## config.mk

```make
export PLATFORM = sky130hd
export DESIGN_NAME = host_interface_unit
export DESIGN_NICKNAME = d
export VERILOG_FILES = /design/src/hw/host_interface_pkg.sv /design/src/hw/host_interface_unit.sv /design/src/hw/two_entry_buffer.sv
export SDC_FILE = /design/constraint.sdc
export NUM_CORES = 1
export LEC_CHECK = 0
export ABC_AREA = 1
export ABC_CLOCK_PERIOD_IN_PS = 10400
export BUFFER_PORTS_ARGS = -buffer_cell sky130_fd_sc_hd__buf_4
export CAP_MARGIN = 5
export CORE_ASPECT_RATIO = 0.8
export CORE_UTILIZATION = 60
export CTS_CLUSTER_DIAMETER = 80
export CTS_CLUSTER_SIZE = 24
export DETAILED_ROUTE_END_ITERATION = 10
export PLACE_DENSITY_LB_ADDON = 0.12
export SETUP_SLACK_MARGIN = 0.15
export SYNTH_ARGS = -nofsm -noshare
export SYNTH_HDL_FRONTEND = slang
export SYNTH_SLANG_ARGS = --single-unit
```

## constraint.sdc

```tcl
create_clock -name mclk_in -period 10.4 [get_ports mclk_in]
set_input_delay 1.56 -clock mclk_in [delete_from_list [all_inputs] [get_ports mclk_in]]
set_output_delay 1.56 -clock mclk_in [all_outputs]
set_load 0.01 [all_outputs]
```

## src/hw/host_interface_pkg.sv

```systemverilog
package host_interface_pkg;

	// ****************************************
	// register map, offsets are byte offsets
	// ****************************************
	localparam logic [3:0]  BANK_OFFSET     = 4'hF;
	localparam logic [1:0]  BANK_WORD       = BANK_OFFSET[3:2];
	localparam logic [1:0]  PTR_WORD        = 2'h1;
	localparam logic [1:0]  DATA_WORD       = 2'h2;
	localparam logic [2:0]  DATA_BANK       = 3'h2;
	localparam logic [2:0]  PHY_BANK        = 3'h7;
	localparam logic [3:0]  PHY_LIMIT       = 4'h8;
	localparam logic [7:0]  BANK_RESET      = 8'h00;
	localparam logic [31:0] PTR_RESET       = 32'h00000000;
	localparam int          PTR_READ_BIT    = 31;
	localparam int          ADDR_W          = 15;
	localparam int          RAM_ADDR_MSB    = 16;

	// ****************************************
	// timing
	// ****************************************
	localparam int          CLK_PERIOD_NS   = 8;
	localparam int          RAM_ACCESS_NS   = 25;
	localparam int          RAM_CYCLES      = (RAM_ACCESS_NS + CLK_PERIOD_NS - 1) / CLK_PERIOD_NS;
	localparam logic [2:0]  RAM_LAST        = 3'(RAM_CYCLES - 1);

	// ****************************************
	// states
	// ****************************************
	typedef enum logic [1:0] {CYC_IDLE, CYC_BUSY, CYC_DONE, CYC_SYNC_ACK} cyc_state_t;
	typedef enum logic [2:0] {SRC_NONE, SRC_CPU_WR, SRC_CPU_RD, SRC_TX, SRC_RX} ram_src_t;

endpackage

```

## src/hw/host_interface_unit.sv

```systemverilog
`timescale 1ns/10ps
module host_interface_unit #(
	parameter logic [11:0] IO_BASE = 12'h030
) (
	input  wire logic                                mclk_in,
	input  wire logic                                srst_in,
	input  wire logic [15:1]                         address_in,
	input  wire logic                                address_enable_in,
	input  wire logic [3:0]                          byte_enable_n_in,
	input  wire logic [31:0]                         data_in,
	output logic      [31:0]                         data_out,
	output logic                                     data_oe_out,
	input  wire logic                                address_strobe_n_in,
	input  wire logic                                read_strobe_n_in,
	input  wire logic                                write_strobe_n_in,
	input  wire logic                                cycle_start_n_in,
	input  wire logic                                local_bus_clock_in,
	input  wire logic                                write_not_read_in,
	input  wire logic                                data_path_select_n_in,
	input  wire logic                                local_bus_mode_n_in,
	output logic                                     async_cycle_ready_out,
	output logic                                     sync_cycle_ready_n_out,
	output logic                                     phy_select_out_n_out,
	output logic      [host_interface_pkg::RAM_ADDR_MSB:2] ram_addr_out,
	input  wire logic [31:0]                         ram_data_in,
	output logic      [31:0]                         ram_data_out,
	output logic                                     ram_data_oe_out,
	output logic      [3:0]                          ram_byte_write_n_out,
	output logic                                     ram_read_n_out,
	input  wire logic                                dma_tx_req_in,
	input  wire logic [host_interface_pkg::RAM_ADDR_MSB:2] dma_tx_addr_in,
	output logic                                     dma_tx_grant_out,
	output logic      [31:0]                         dma_tx_data_out,
	input  wire logic                                dma_rx_req_in,
	input  wire logic [host_interface_pkg::RAM_ADDR_MSB:2] dma_rx_addr_in,
	input  wire logic [31:0]                         dma_rx_data_in,
	input  wire logic [3:0]                          dma_rx_be_in,
	output logic                                     dma_rx_grant_out
);
	import host_interface_pkg::*;

	// ****************************************
	// pin synchronisers
	// ****************************************
	localparam int PINS = 9 + 15 + 4 + 32;
	logic [PINS-1:0] pin_meta;
	logic [PINS-1:0] pin_sync;
	logic            ads_n, rd_n, wr_n, cyc_n, local_bus_clock, w_nr, dp_n, vl_n, address_enable;
	logic [15:1]     addr_s;
	logic [3:0]      be_n_s;
	logic [31:0]     data_s;
	logic            local_bus_clock_prev, rd_prev, wr_prev;

	always_ff @(posedge mclk_in)
	begin
		pin_meta <= {address_strobe_n_in, read_strobe_n_in, write_strobe_n_in, cycle_start_n_in,
			local_bus_clock_in, write_not_read_in, data_path_select_n_in, local_bus_mode_n_in,
			address_enable_in, address_in, byte_enable_n_in, data_in};
		pin_sync <= pin_meta;
		local_bus_clock_prev <= local_bus_clock;
		rd_prev   <= rd_n;
		wr_prev   <= wr_n;
	end

	assign {ads_n, rd_n, wr_n, cyc_n, local_bus_clock, w_nr, dp_n, vl_n, address_enable, addr_s, be_n_s, data_s} = pin_sync;

	logic local_bus_clock_rise;
	logic strobe_fall;
	assign local_bus_clock_rise   = local_bus_clock && !local_bus_clock_prev;
	assign strobe_fall = (rd_prev && !rd_n) || (wr_prev && !wr_n);

	// ****************************************
	// address latch
	// ****************************************
	logic [15:1] lat_addr;

	always_ff @(posedge mclk_in)
	begin
		if (srst_in)
			lat_addr <= '0;
		else if (!ads_n && rd_n && wr_n)
			lat_addr <= addr_s;
	end

	latch_hold_a: assert property (@(posedge mclk_in) disable iff (srst_in)
		ads_n |=> $stable(lat_addr)) else $error("address latch moved while strobe high");

	// ****************************************
	// cycle control
	// ****************************************
	cyc_state_t  state;
	logic        cyc_write, cyc_sync, cyc_dp, cyc_hit, cyc_a1;
	logic [1:0]  cyc_word;
	logic [3:0]  cyc_be;
	logic [31:0] cyc_wdata;
	logic [7:0]  bank_sel;
	logic [31:0] ptr;
	logic        async_start, sync_start, burst_next, start;
	logic        decode_hit, target_data, can_finish, finish;

	assign async_start = (state == CYC_IDLE) && strobe_fall;
	assign sync_start  = (state == CYC_IDLE) && !vl_n && local_bus_clock_rise && !cyc_n;
	// a burst keeps the strobe low and moves one word per bus clock
	assign burst_next  = (state == CYC_DONE) && cyc_dp && vl_n && local_bus_clock_rise
		&& (!rd_n || !wr_n);
	assign start       = async_start || sync_start;
	assign decode_hit  = !address_enable && (lat_addr[15:4] == IO_BASE);
	assign target_data = cyc_dp || (cyc_hit && cyc_word == DATA_WORD
		&& bank_sel[2:0] == DATA_BANK);

	always_ff @(posedge mclk_in)
	begin
		if (srst_in)
		begin
			cyc_write <= 1'b0;
			cyc_sync  <= 1'b0;
			cyc_dp    <= 1'b0;
			cyc_hit   <= 1'b0;
			cyc_a1    <= 1'b0;
			cyc_word  <= '0;
			cyc_be    <= '0;
			cyc_wdata <= '0;
		end
		else if (start || burst_next)
		begin
			cyc_write <= sync_start ? w_nr : !wr_n;
			cyc_sync  <= sync_start;
			cyc_dp    <= !dp_n;
			cyc_hit   <= decode_hit || !dp_n;
			cyc_a1    <= dp_n && lat_addr[1];
			cyc_word  <= lat_addr[3:2];
			// no byte lane swapping, only the halves move with address bit 1
			cyc_be    <= (dp_n && lat_addr[1]) ? {~be_n_s[1:0], ~be_n_s[3:2]} : ~be_n_s;
			cyc_wdata <= (dp_n && lat_addr[1]) ? {data_s[15:0], data_s[31:16]} : data_s;
		end
	end

	dp_bypass_a: assert property (@(posedge mclk_in) disable iff (srst_in)
		(start && !dp_n) |=> (cyc_dp && target_data)) else $error("path select did not bypass decode");

	// ****************************************
	// data path buffers
	// ****************************************
	logic        wbuf_ready, wbuf_valid, wbuf_pop;
	logic [50:0] wbuf_out;
	logic        rbuf_push, rbuf_ready, rbuf_valid, rbuf_pop, rbuf_flush;
	logic [31:0] rbuf_out;
	logic [31:0] ram_rdata;
	logic [2:0]  byte_count, lane_sum;
	logic [4:0]  lane_shift;
	logic        wbuf_push;
	logic        ptr_read;

	assign byte_count = 3'(cyc_be[0]) + 3'(cyc_be[1]) + 3'(cyc_be[2]) + 3'(cyc_be[3]);
	assign lane_sum   = {1'b0, ptr[1:0]} + byte_count;
	assign lane_shift = {ptr[1:0], 3'b000};
	assign ptr_read   = ptr[PTR_READ_BIT];
	// a read needs a word already in the read buffer, a write needs room in the write buffer, else the bus waits
	assign can_finish = !target_data || (cyc_write ? wbuf_ready : rbuf_valid);
	assign finish     = (state == CYC_BUSY) && can_finish;
	assign wbuf_push  = finish && target_data && cyc_write;
	assign rbuf_pop   = finish && target_data && !cyc_write && lane_sum[2];

	two_entry_buffer #(.WIDTH(51), .DEPTH(2)) write_buffer (
		.mclk_in       (mclk_in),
		.srst_in       (srst_in),
		.flush_in      (1'b0),
		.in_valid_in   (wbuf_push),
		.in_ready_out  (wbuf_ready),
		.in_data_in    ({ptr[RAM_ADDR_MSB:2],
			4'((cyc_be << ptr[1:0]) | (cyc_be >> (3'd4 - lane_sum + byte_count))),
			32'((cyc_wdata << lane_shift) | (cyc_wdata >> (6'd32 - 6'(lane_shift))))}),
		.out_valid_out (wbuf_valid),
		.out_ready_in  (wbuf_pop),
		.out_data_out  (wbuf_out)
	);

	two_entry_buffer #(.WIDTH(32), .DEPTH(2)) read_buffer (
		.mclk_in       (mclk_in),
		.srst_in       (srst_in),
		.flush_in      (rbuf_flush),
		.in_valid_in   (rbuf_push),
		.in_ready_out  (rbuf_ready),
		.in_data_in    (ram_rdata),
		.out_valid_out (rbuf_valid),
		.out_ready_in  (rbuf_pop),
		.out_data_out  (rbuf_out)
	);

	// ****************************************
	// registers
	// ****************************************
	logic        reg_wr;
	logic [31:0] read_word;
	logic [31:0] next_ptr;

	assign reg_wr = finish && cyc_write && cyc_hit && !cyc_dp;

	always_ff @(posedge mclk_in)
	begin
		if (srst_in)
			bank_sel <= BANK_RESET;
		else if (reg_wr && cyc_word == BANK_WORD && cyc_be[3])
			bank_sel <= cyc_wdata[31:24];
	end

	always_comb
	begin
		next_ptr = ptr;
		if (reg_wr && cyc_word == PTR_WORD && bank_sel[2:0] == DATA_BANK)
		begin
			for (int i = 0; i < 4; i++)
				if (cyc_be[i])
					next_ptr[i*8 +: 8] = cyc_wdata[i*8 +: 8];
		end
		else if (finish && target_data)
			next_ptr[RAM_ADDR_MSB:0] = ptr[RAM_ADDR_MSB:0] + 17'(byte_count);
	end

	always_ff @(posedge mclk_in)
	begin
		if (srst_in)
			ptr <= PTR_RESET;
		else
			ptr <= next_ptr;
	end

	assign rbuf_flush = reg_wr && cyc_word == PTR_WORD && bank_sel[2:0] == DATA_BANK;

	always_comb
	begin
		read_word = '0;
		if (target_data)
			read_word = (rbuf_out >> lane_shift) | (rbuf_out << (6'd32 - 6'(lane_shift)));
		else if (cyc_word == BANK_WORD)
			read_word = {bank_sel, 24'h000000};
		else if (cyc_word == PTR_WORD && bank_sel[2:0] == DATA_BANK)
			read_word = ptr;
	end

	bank_dword_a: assert property (@(posedge mclk_in) disable iff (srst_in)
		(reg_wr && cyc_word == BANK_WORD && cyc_be == 4'hF)
		|=> (bank_sel == $past(cyc_wdata[31:24])) && $stable(ptr))
		else $error("dword write at Ch touched more than the bank register");

	// ****************************************
	// bus handshake
	// ****************************************
	always_ff @(posedge mclk_in)
	begin
		if (srst_in)
			state <= CYC_IDLE;
		else
			unique case (state)
				CYC_IDLE:
					if (start)
						state <= CYC_BUSY;
				CYC_BUSY:
					if (finish)
						state <= CYC_DONE;
				CYC_DONE:
					if (cyc_sync && local_bus_clock_rise)
						state <= CYC_SYNC_ACK;
					else if (burst_next)
						state <= CYC_BUSY;
					else if (!cyc_sync && rd_n && wr_n)
						state <= CYC_IDLE;
				CYC_SYNC_ACK:
					if (local_bus_clock_rise)
						state <= CYC_IDLE;
			endcase
	end

	always_ff @(posedge mclk_in)
	begin
		if (srst_in)
			async_cycle_ready_out <= 1'b1;
		else if (async_start || burst_next)
			async_cycle_ready_out <= 1'b0;
		else if (finish)
			async_cycle_ready_out <= 1'b1;
	end

	always_ff @(posedge mclk_in)
	begin
		if (srst_in)
			sync_cycle_ready_n_out <= 1'b1;
		else if (local_bus_clock_rise)
			sync_cycle_ready_n_out <= !(state == CYC_DONE && cyc_sync);
	end

	always_ff @(posedge mclk_in)
	begin
		if (srst_in)
		begin
			data_out    <= '0;
			data_oe_out <= 1'b0;
		end
		else if (finish && !cyc_write)
		begin
			data_out    <= cyc_a1 ? {read_word[15:0], read_word[31:16]} : read_word;
			data_oe_out <= cyc_hit;
		end
		else if (state == CYC_IDLE)
			data_oe_out <= 1'b0;
	end

	always_ff @(posedge mclk_in)
	begin
		if (srst_in)
			phy_select_out_n_out <= 1'b1;
		else
			phy_select_out_n_out <= !(decode_hit && dp_n && bank_sel[2:0] == PHY_BANK
				&& {lat_addr[3:1], 1'b0} < PHY_LIMIT && (!rd_n || !wr_n));
	end

	async_ready_a: assert property (@(posedge mclk_in) disable iff (srst_in)
		async_start |=> !async_cycle_ready_out) else $error("ready not dropped on strobe edge");
	not_ready_a: assert property (@(posedge mclk_in) disable iff (srst_in)
		(state == CYC_BUSY && !can_finish) |=> (state == CYC_BUSY)
		&& (cyc_sync || !async_cycle_ready_out))
		else $error("cycle completed without buffer room");
	sync_ready_clk_a: assert property (@(posedge mclk_in) disable iff (srst_in)
		!$stable(sync_cycle_ready_n_out) |-> $past(local_bus_clock_rise)) else $error("sync ready off bus clock");
	phy_select_a: assert property (@(posedge mclk_in) disable iff (srst_in)
		!phy_select_out_n_out |-> $past(bank_sel[2:0]) == PHY_BANK && !$past(lat_addr[3]))
		else $error("phy select outside bank seven low range");
	word_swap_a: assert property (@(posedge mclk_in) disable iff (srst_in)
		(start && dp_n && lat_addr[1] && !wr_n)
		|=> cyc_wdata == {$past(data_s[15:0]), $past(data_s[31:16])})
		else $error("halves not swapped for address bit 1");

	// ****************************************
	// packet ram arbiter
	// ****************************************
	ram_src_t arb_src, pick;
	logic [2:0] arb_cnt;
	logic       last_tx;
	logic       pf_req, pf_live;
	logic [RAM_ADDR_MSB:2] pf_addr;

	assign pf_req = ptr_read && rbuf_ready && !rbuf_flush && !rbuf_valid;

	always_comb
	begin
		pick = SRC_NONE;
		if (wbuf_valid)
			pick = SRC_CPU_WR;
		else if (pf_req)
			pick = SRC_CPU_RD;
		else if (dma_tx_req_in && dma_rx_req_in)
			pick = last_tx ? SRC_RX : SRC_TX;
		else if (dma_tx_req_in)
			pick = SRC_TX;
		else if (dma_rx_req_in)
			pick = SRC_RX;
	end

	assign wbuf_pop  = (arb_src == SRC_CPU_WR) && (arb_cnt == RAM_LAST);
	assign rbuf_push = (arb_src == SRC_CPU_RD) && (arb_cnt == RAM_LAST) && pf_live;
	assign ram_rdata = ram_data_in;

	always_ff @(posedge mclk_in)
	begin
		if (srst_in)
		begin
			arb_src <= SRC_NONE;
			arb_cnt <= '0;
			last_tx <= 1'b0;
		end
		else if (arb_src == SRC_NONE)
		begin
			arb_src <= pick;
			arb_cnt <= '0;
			if (pick == SRC_TX || pick == SRC_RX)
				last_tx <= (pick == SRC_TX);
		end
		else if (arb_cnt == RAM_LAST)
			arb_src <= SRC_NONE;
		else
			arb_cnt <= arb_cnt + 3'd1;
	end

	// a pointer rewrite while a fetch is in flight makes that word stale
	always_ff @(posedge mclk_in)
	begin
		if (srst_in)
		begin
			pf_addr <= '0;
			pf_live <= 1'b0;
		end
		else if (rbuf_flush)
		begin
			pf_addr <= next_ptr[RAM_ADDR_MSB:2];
			pf_live <= 1'b0;
		end
		else if (arb_src == SRC_NONE && pick == SRC_CPU_RD)
			pf_live <= 1'b1;
		else if (rbuf_push)
			pf_addr <= pf_addr + 15'd1;
	end

	always_ff @(posedge mclk_in)
	begin
		if (srst_in)
		begin
			ram_addr_out         <= '0;
			ram_data_out         <= '0;
			ram_data_oe_out      <= 1'b0;
			ram_byte_write_n_out <= 4'hF;
			ram_read_n_out       <= 1'b1;
		end
		else if (arb_src == SRC_NONE)
		begin
			ram_byte_write_n_out <= 4'hF;
			ram_read_n_out       <= 1'b1;
			ram_data_oe_out      <= 1'b0;
			unique case (pick)
				SRC_CPU_WR:
				begin
					ram_addr_out         <= wbuf_out[50:36];
					ram_data_out         <= wbuf_out[31:0];
					ram_data_oe_out      <= 1'b1;
					ram_byte_write_n_out <= ~wbuf_out[35:32];
				end
				SRC_RX:
				begin
					ram_addr_out         <= dma_rx_addr_in;
					ram_data_out         <= dma_rx_data_in;
					ram_data_oe_out      <= 1'b1;
					ram_byte_write_n_out <= ~dma_rx_be_in;
				end
				SRC_CPU_RD:
				begin
					ram_addr_out   <= pf_addr;
					ram_read_n_out <= 1'b0;
				end
				SRC_TX:
				begin
					ram_addr_out   <= dma_tx_addr_in;
					ram_read_n_out <= 1'b0;
				end
				SRC_NONE:
					ram_read_n_out <= 1'b1;
			endcase
		end
		else if (arb_cnt == RAM_LAST)
		begin
			ram_byte_write_n_out <= 4'hF;
			ram_read_n_out       <= 1'b1;
			ram_data_oe_out      <= 1'b0;
		end
	end

	always_ff @(posedge mclk_in)
	begin
		if (srst_in)
		begin
			dma_tx_grant_out <= 1'b0;
			dma_rx_grant_out <= 1'b0;
			dma_tx_data_out  <= '0;
		end
		else
		begin
			dma_tx_grant_out <= (arb_src == SRC_TX) && (arb_cnt == RAM_LAST);
			dma_rx_grant_out <= (arb_src == SRC_RX) && (arb_cnt == RAM_LAST);
			if ((arb_src == SRC_TX) && (arb_cnt == RAM_LAST))
				dma_tx_data_out <= ram_data_in;
		end
	end

	alternate_a: assert property (@(posedge mclk_in) disable iff (srst_in)
		(arb_src == SRC_NONE && dma_tx_req_in && dma_rx_req_in && !wbuf_valid && !pf_req)
		|=> arb_src == ($past(last_tx) ? SRC_RX : SRC_TX)) else $error("dma sides not alternated");
	ram_write_src_a: assert property (@(posedge mclk_in) disable iff (srst_in)
		(ram_byte_write_n_out != 4'hF) |-> (arb_src == SRC_CPU_WR || arb_src == SRC_RX)
		&& ram_read_n_out) else $error("ram write enable without writer");
	ram_hold_a: assert property (@(posedge mclk_in) disable iff (srst_in)
		(arb_src == SRC_NONE && pick != SRC_NONE) |=> (arb_src != SRC_NONE) [*3])
		else $error("ram access shorter than access time");
endmodule

```

## src/hw/two_entry_buffer.sv

```systemverilog
`timescale 1ns/10ps
module two_entry_buffer #(
	parameter int WIDTH = 32,
	parameter int DEPTH = 2
) (
	input  wire logic             mclk_in,
	input  wire logic             srst_in,
	input  wire logic             flush_in,
	input  wire logic             in_valid_in,
	output logic                  in_ready_out,
	input  wire logic [WIDTH-1:0] in_data_in,
	output logic                  out_valid_out,
	input  wire logic             out_ready_in,
	output logic      [WIDTH-1:0] out_data_out
);
	localparam int PW = $clog2(DEPTH);

	logic [WIDTH-1:0] store [DEPTH];
	logic [PW-1:0]    wr_ptr;
	logic [PW-1:0]    rd_ptr;
	logic [PW:0]      count;
	logic             push;
	logic             pop;

	assign push          = in_valid_in && in_ready_out;
	assign pop           = out_valid_out && out_ready_in;
	assign in_ready_out  = (count != (PW+1)'(DEPTH));
	assign out_valid_out = (count != '0);
	assign out_data_out  = store[rd_ptr];

	always_ff @(posedge mclk_in)
	begin
		if (push)
			store[wr_ptr] <= in_data_in;
	end

	always_ff @(posedge mclk_in)
	begin
		if (srst_in || flush_in)
		begin
			wr_ptr <= '0;
			rd_ptr <= '0;
			count  <= '0;
		end
		else
		begin
			if (push)
				wr_ptr <= (wr_ptr == PW'(DEPTH - 1)) ? '0 : wr_ptr + 1'b1;
			if (pop)
				rd_ptr <= (rd_ptr == PW'(DEPTH - 1)) ? '0 : rd_ptr + 1'b1;
			count <= count + (PW+1)'(push) - (PW+1)'(pop);
		end
	end
endmodule

```

==> results.toml <==
[synth]
syn_inst = 2847
syn_avg_cell_area_um2 = 8.12
synth_ff_type = "dfxtp_1"
synth_common_cells = "nand2_1, dfxtp_1, nor2_1"
yosys.cell_types.count = 48
synth_area_leaders = "dfxtp_1, edfxtp_1, nand2_1, o21ai_0, nor2_1"
synth_warnings = 0
synth_edf_count = 166
synth_seq_cells = 545
synthArstFlopShare_pct = 0
yosysMostFrequentCell = "nand2_1"
ys_seq_area_share_pct = 54.4
synth_nets = 3025
synth_top_area_share_pct = 32.8
syn_area_um2 = 23100
netlist.top_cell.by_area = "dfxtp_1"

[grt]
grt_max_degree = 130
use_met3_pct = 5.36
grt_antenna_before_repair = 0
grt_most_used_layer = "met2"
grt_pass1_vias = 18300
grt_util_met2_pct = 51.9
grtUsageTotal_pct = 33.4
grt_pass1_wl_mm = 102
grt-ovfl-total = 0
grt_use_met1_pct = 49.1

[floorplan]
core-area_um2 = 37500
rows = 63
die_width_um = 221
dieArea_um2 = 39300
io_pins = 285
die_h_um = 178
start_util_pct = 61.6

[clock_network]
clockRootBuffer = "clkbuf_16"
cts.sinks = 545
path_clk_slew_ns = 0.09
cts_max_level = 1
cts.path.max_buffers = 3
ctsResizeCount = 0
cts_tree = "done"
clock_latency_ns = 0.60
postCtsSetupRepairBufs = 0
cts_made_buffers = 27
cts_hold_buf = 0

[worst_setup_path]
path_class = "reg2reg"
cp.required_ns = 10.88
worstPathMaxFanout = 65
cp-start-kind = "register"
arrival_ns = 4.95
crit_path_end_kind = "register"

[power]
p_per_area_nw_per_um2 = 180
vdd_drop_max_v = 0.000186
power_mw = 4.71
pwr-share-seq_pct = 54.2
switching_share_pct = 31.4
p_int_mw = 3.23
p_leak_nw = 11.3
power.net_switching_mw = 1.48
power_frac_comb_pct = 20.6
pwr-share-clk_pct = 25.1

[status]
status = "finished clean"

[sta]
relSlewSlack_pct = 14.6
layout_min_cycle_time_ns = 4.47
grt_setup_unrepaired = "false"
setup_viol = 0
hold_violations = 0
fin_worst_skew_ns = 0.0201
fmax_mhz = 224
slew_violations = 0
setup_tns_ns = 0
tightest_slew_ns = 1.28
post-route-period-util_pct = 43.0

[route]
routedWlPerCell_um = 19.1
drt_iter0_markers = 2301
drt-pass1-iter-count = 6
final_antenna_net_count = 0
num_vias = 20300
routed_wl_mm = 67.1
route.detailed.drc = 0
vias_per_cell = 5.78

[place]
place_area_um2 = 25400
dp_hpwl_mm = 47.9
routabilityCongestion = 1.02
port-buffer-count = 284

[layout]
n_fill_cell = 2994
post-route-util_pct = 69.7
diodes = 0
drive_gt1_share_pct = 13.0
area_growth_pct = 13.2
final_cell_area_um2 = 26200
nets = 3195

[hold_path]
worstHoldPathType = "reg2reg"

[job]
drv_cap = 0
[cells in the final DEF, fill, tap and decap left out, drive strengths merged, types with 2 or more instances in the layout]
cell type / synthesis / final
a22o: 3 / 3
xnor2: 9 / 9
clkinv: 4 / 4
edfxtp: 166 / 166
o22ai: 10 / 10
o31ai: 6 / 6
fa: 2 / 2
and2: 3 / 3
dfxtp: 379 / 379
a22oi: 8 / 8
a221o: 2 / 2
ha: 14 / 14
nor2: 318 / 318
o21ai: 311 / 311
nand2: 665 / 665
a31oi: 38 / 38
o211ai: 29 / 29
nand4: 39 / 39
o21a: 7 / 7
nor3: 49 / 49
nor3b: 2 / 2
a21oi: 180 / 180
nor4: 3 / 3
xor2: 13 / 13
inv: 263 / 268
o21bai: 7 / 7
buf: 47 / 307
or2: 7 / 7
clkbuf: 119 / 36
o221ai: 9 / 9
a211oi: 2 / 2
nand3: 128 / 128
[per-stage QoR]
stage,worst slack (ns),cells,hold slack (ns)
after floorplan,6.60,2847,0.310
after global placement,6.31,3475,0.310
after detailed placement,6.10,3475,0.312
after CTS,6.07,3517,0.326
after global routing,5.68,3517,0.337
final,5.93,3517,0.329
[flip-flops by register name, indices dropped and copies added, names as in the netlist, 4 cells and up, named ones only]
register              count
bank_sel                  8
cyc_be                    4
cyc_wdata                32
data_out                 32
dma_tx_data_out          32
lat_addr                 15
pf_addr                  15
pin_meta                 60
pin_sync                 60
ptr                      32
ram_addr_out             15
ram_byte_write_n_out      4
ram_data_out             32
read_buffer.store        64
write_buffer.store      102
[critical path, cell delays in order (launching register included)]
cell and delay [ns]:
dfxtp_1 0.34, inv_1 0.07, nand2_1 0.06, nor2_2 0.12, nand2_1 0.08, nand2_2 0.47, nand2_1 0.24, nand4_4 0.11
buf_4 0.49, nand2_4 0.25, nand2_2 0.11, buf_4 0.53, nand2_1 0.14, nand2_2 0.08, buf_4 0.44, inv_2 0.34
o21ai_0 0.30, nor2_1 0.08
[metal layers]
metal	routed length (µm)	share of wire [%]	vias up
li1	-	-	9720
met2	29600	44	971
met4	1440	2.1	0
met5	0	0	-
met3	6390	9.5	99
met1	29600	44	9531
[power by group through the flow]
| stage | Clock [mW] | Sequential [mW] | Combinational [mW] |
|---|---|---|---|
| 6_report | 1.18 | 2.55 | 0.972 |
| 5_1_grt | 1.26 | 2.56 | 1.07 |
| 4_1_cts | 1.19 | 2.54 | 0.956 |
| 3_5_place_dp | 0 | 2.59 | 0.950 |
| 3_3_place_gp | 0 | 2.58 | 0.916 |
| 2_1_floorplan | 0 | 2.53 | 0.568 |
[kinds of logic (layout without fill, tap and decap cells)]
| kind of cell | count (synthesis) | after routing | share of synthesized area [%] |
|---|---|---|---|
| AOI/OAI and AO/OA | 615 | 615 | 14.5 |
| DFF | 545 | 545 | 54.4 |
| and+or+nand+nor | 1215 | 1215 | 22.0 |
| muxes | 1 | 1 | 0.0487 |
| adders and majority gates | 16 | 16 | 0.931 |
| buffers and inverters | 433 | 616 | 7.36 |
| xor gates and xnor gates | 22 | 22 | 0.833 |
[path summary, 6_finish.rpt]
kind | from | endpoint | slack (ns) | depth (start not counted)
worst max register to register | bank_sel[0]$_SDFFE_PP0P_ | ram_data_out[24]$_SDFFE_PP0P_ | 5.93 | 17
worst max-delay path | bank_sel[0]$_SDFFE_PP0P_ | ram_data_out[24]$_SDFFE_PP0P_ | 5.93 | 17
worst min-delay path | pin_meta[35]$_DFF_P_ | pin_sync[35]$_DFF_P_ | 0.33 | 0
worst min register to register | pin_meta[35]$_DFF_P_ | pin_sync[35]$_DFF_P_ | 0.33 | 0
[cell type report]
cell class / instances / area [µm²] / share of cell area, %
well taps: 487 / 609 / 2.33
clock buffers: 36 / 709 / 2.71
flip-flops and latches: 545 / 12600 / 48.1
inverters: 267 / 1010 / 3.85
multi-input cells: 1869 / 8880 / 33.9
repair buffers: 307 / 2300 / 8.81
clock inverters: 6 / 82.6 / 0.316
(Power assumes the default switching activity.)
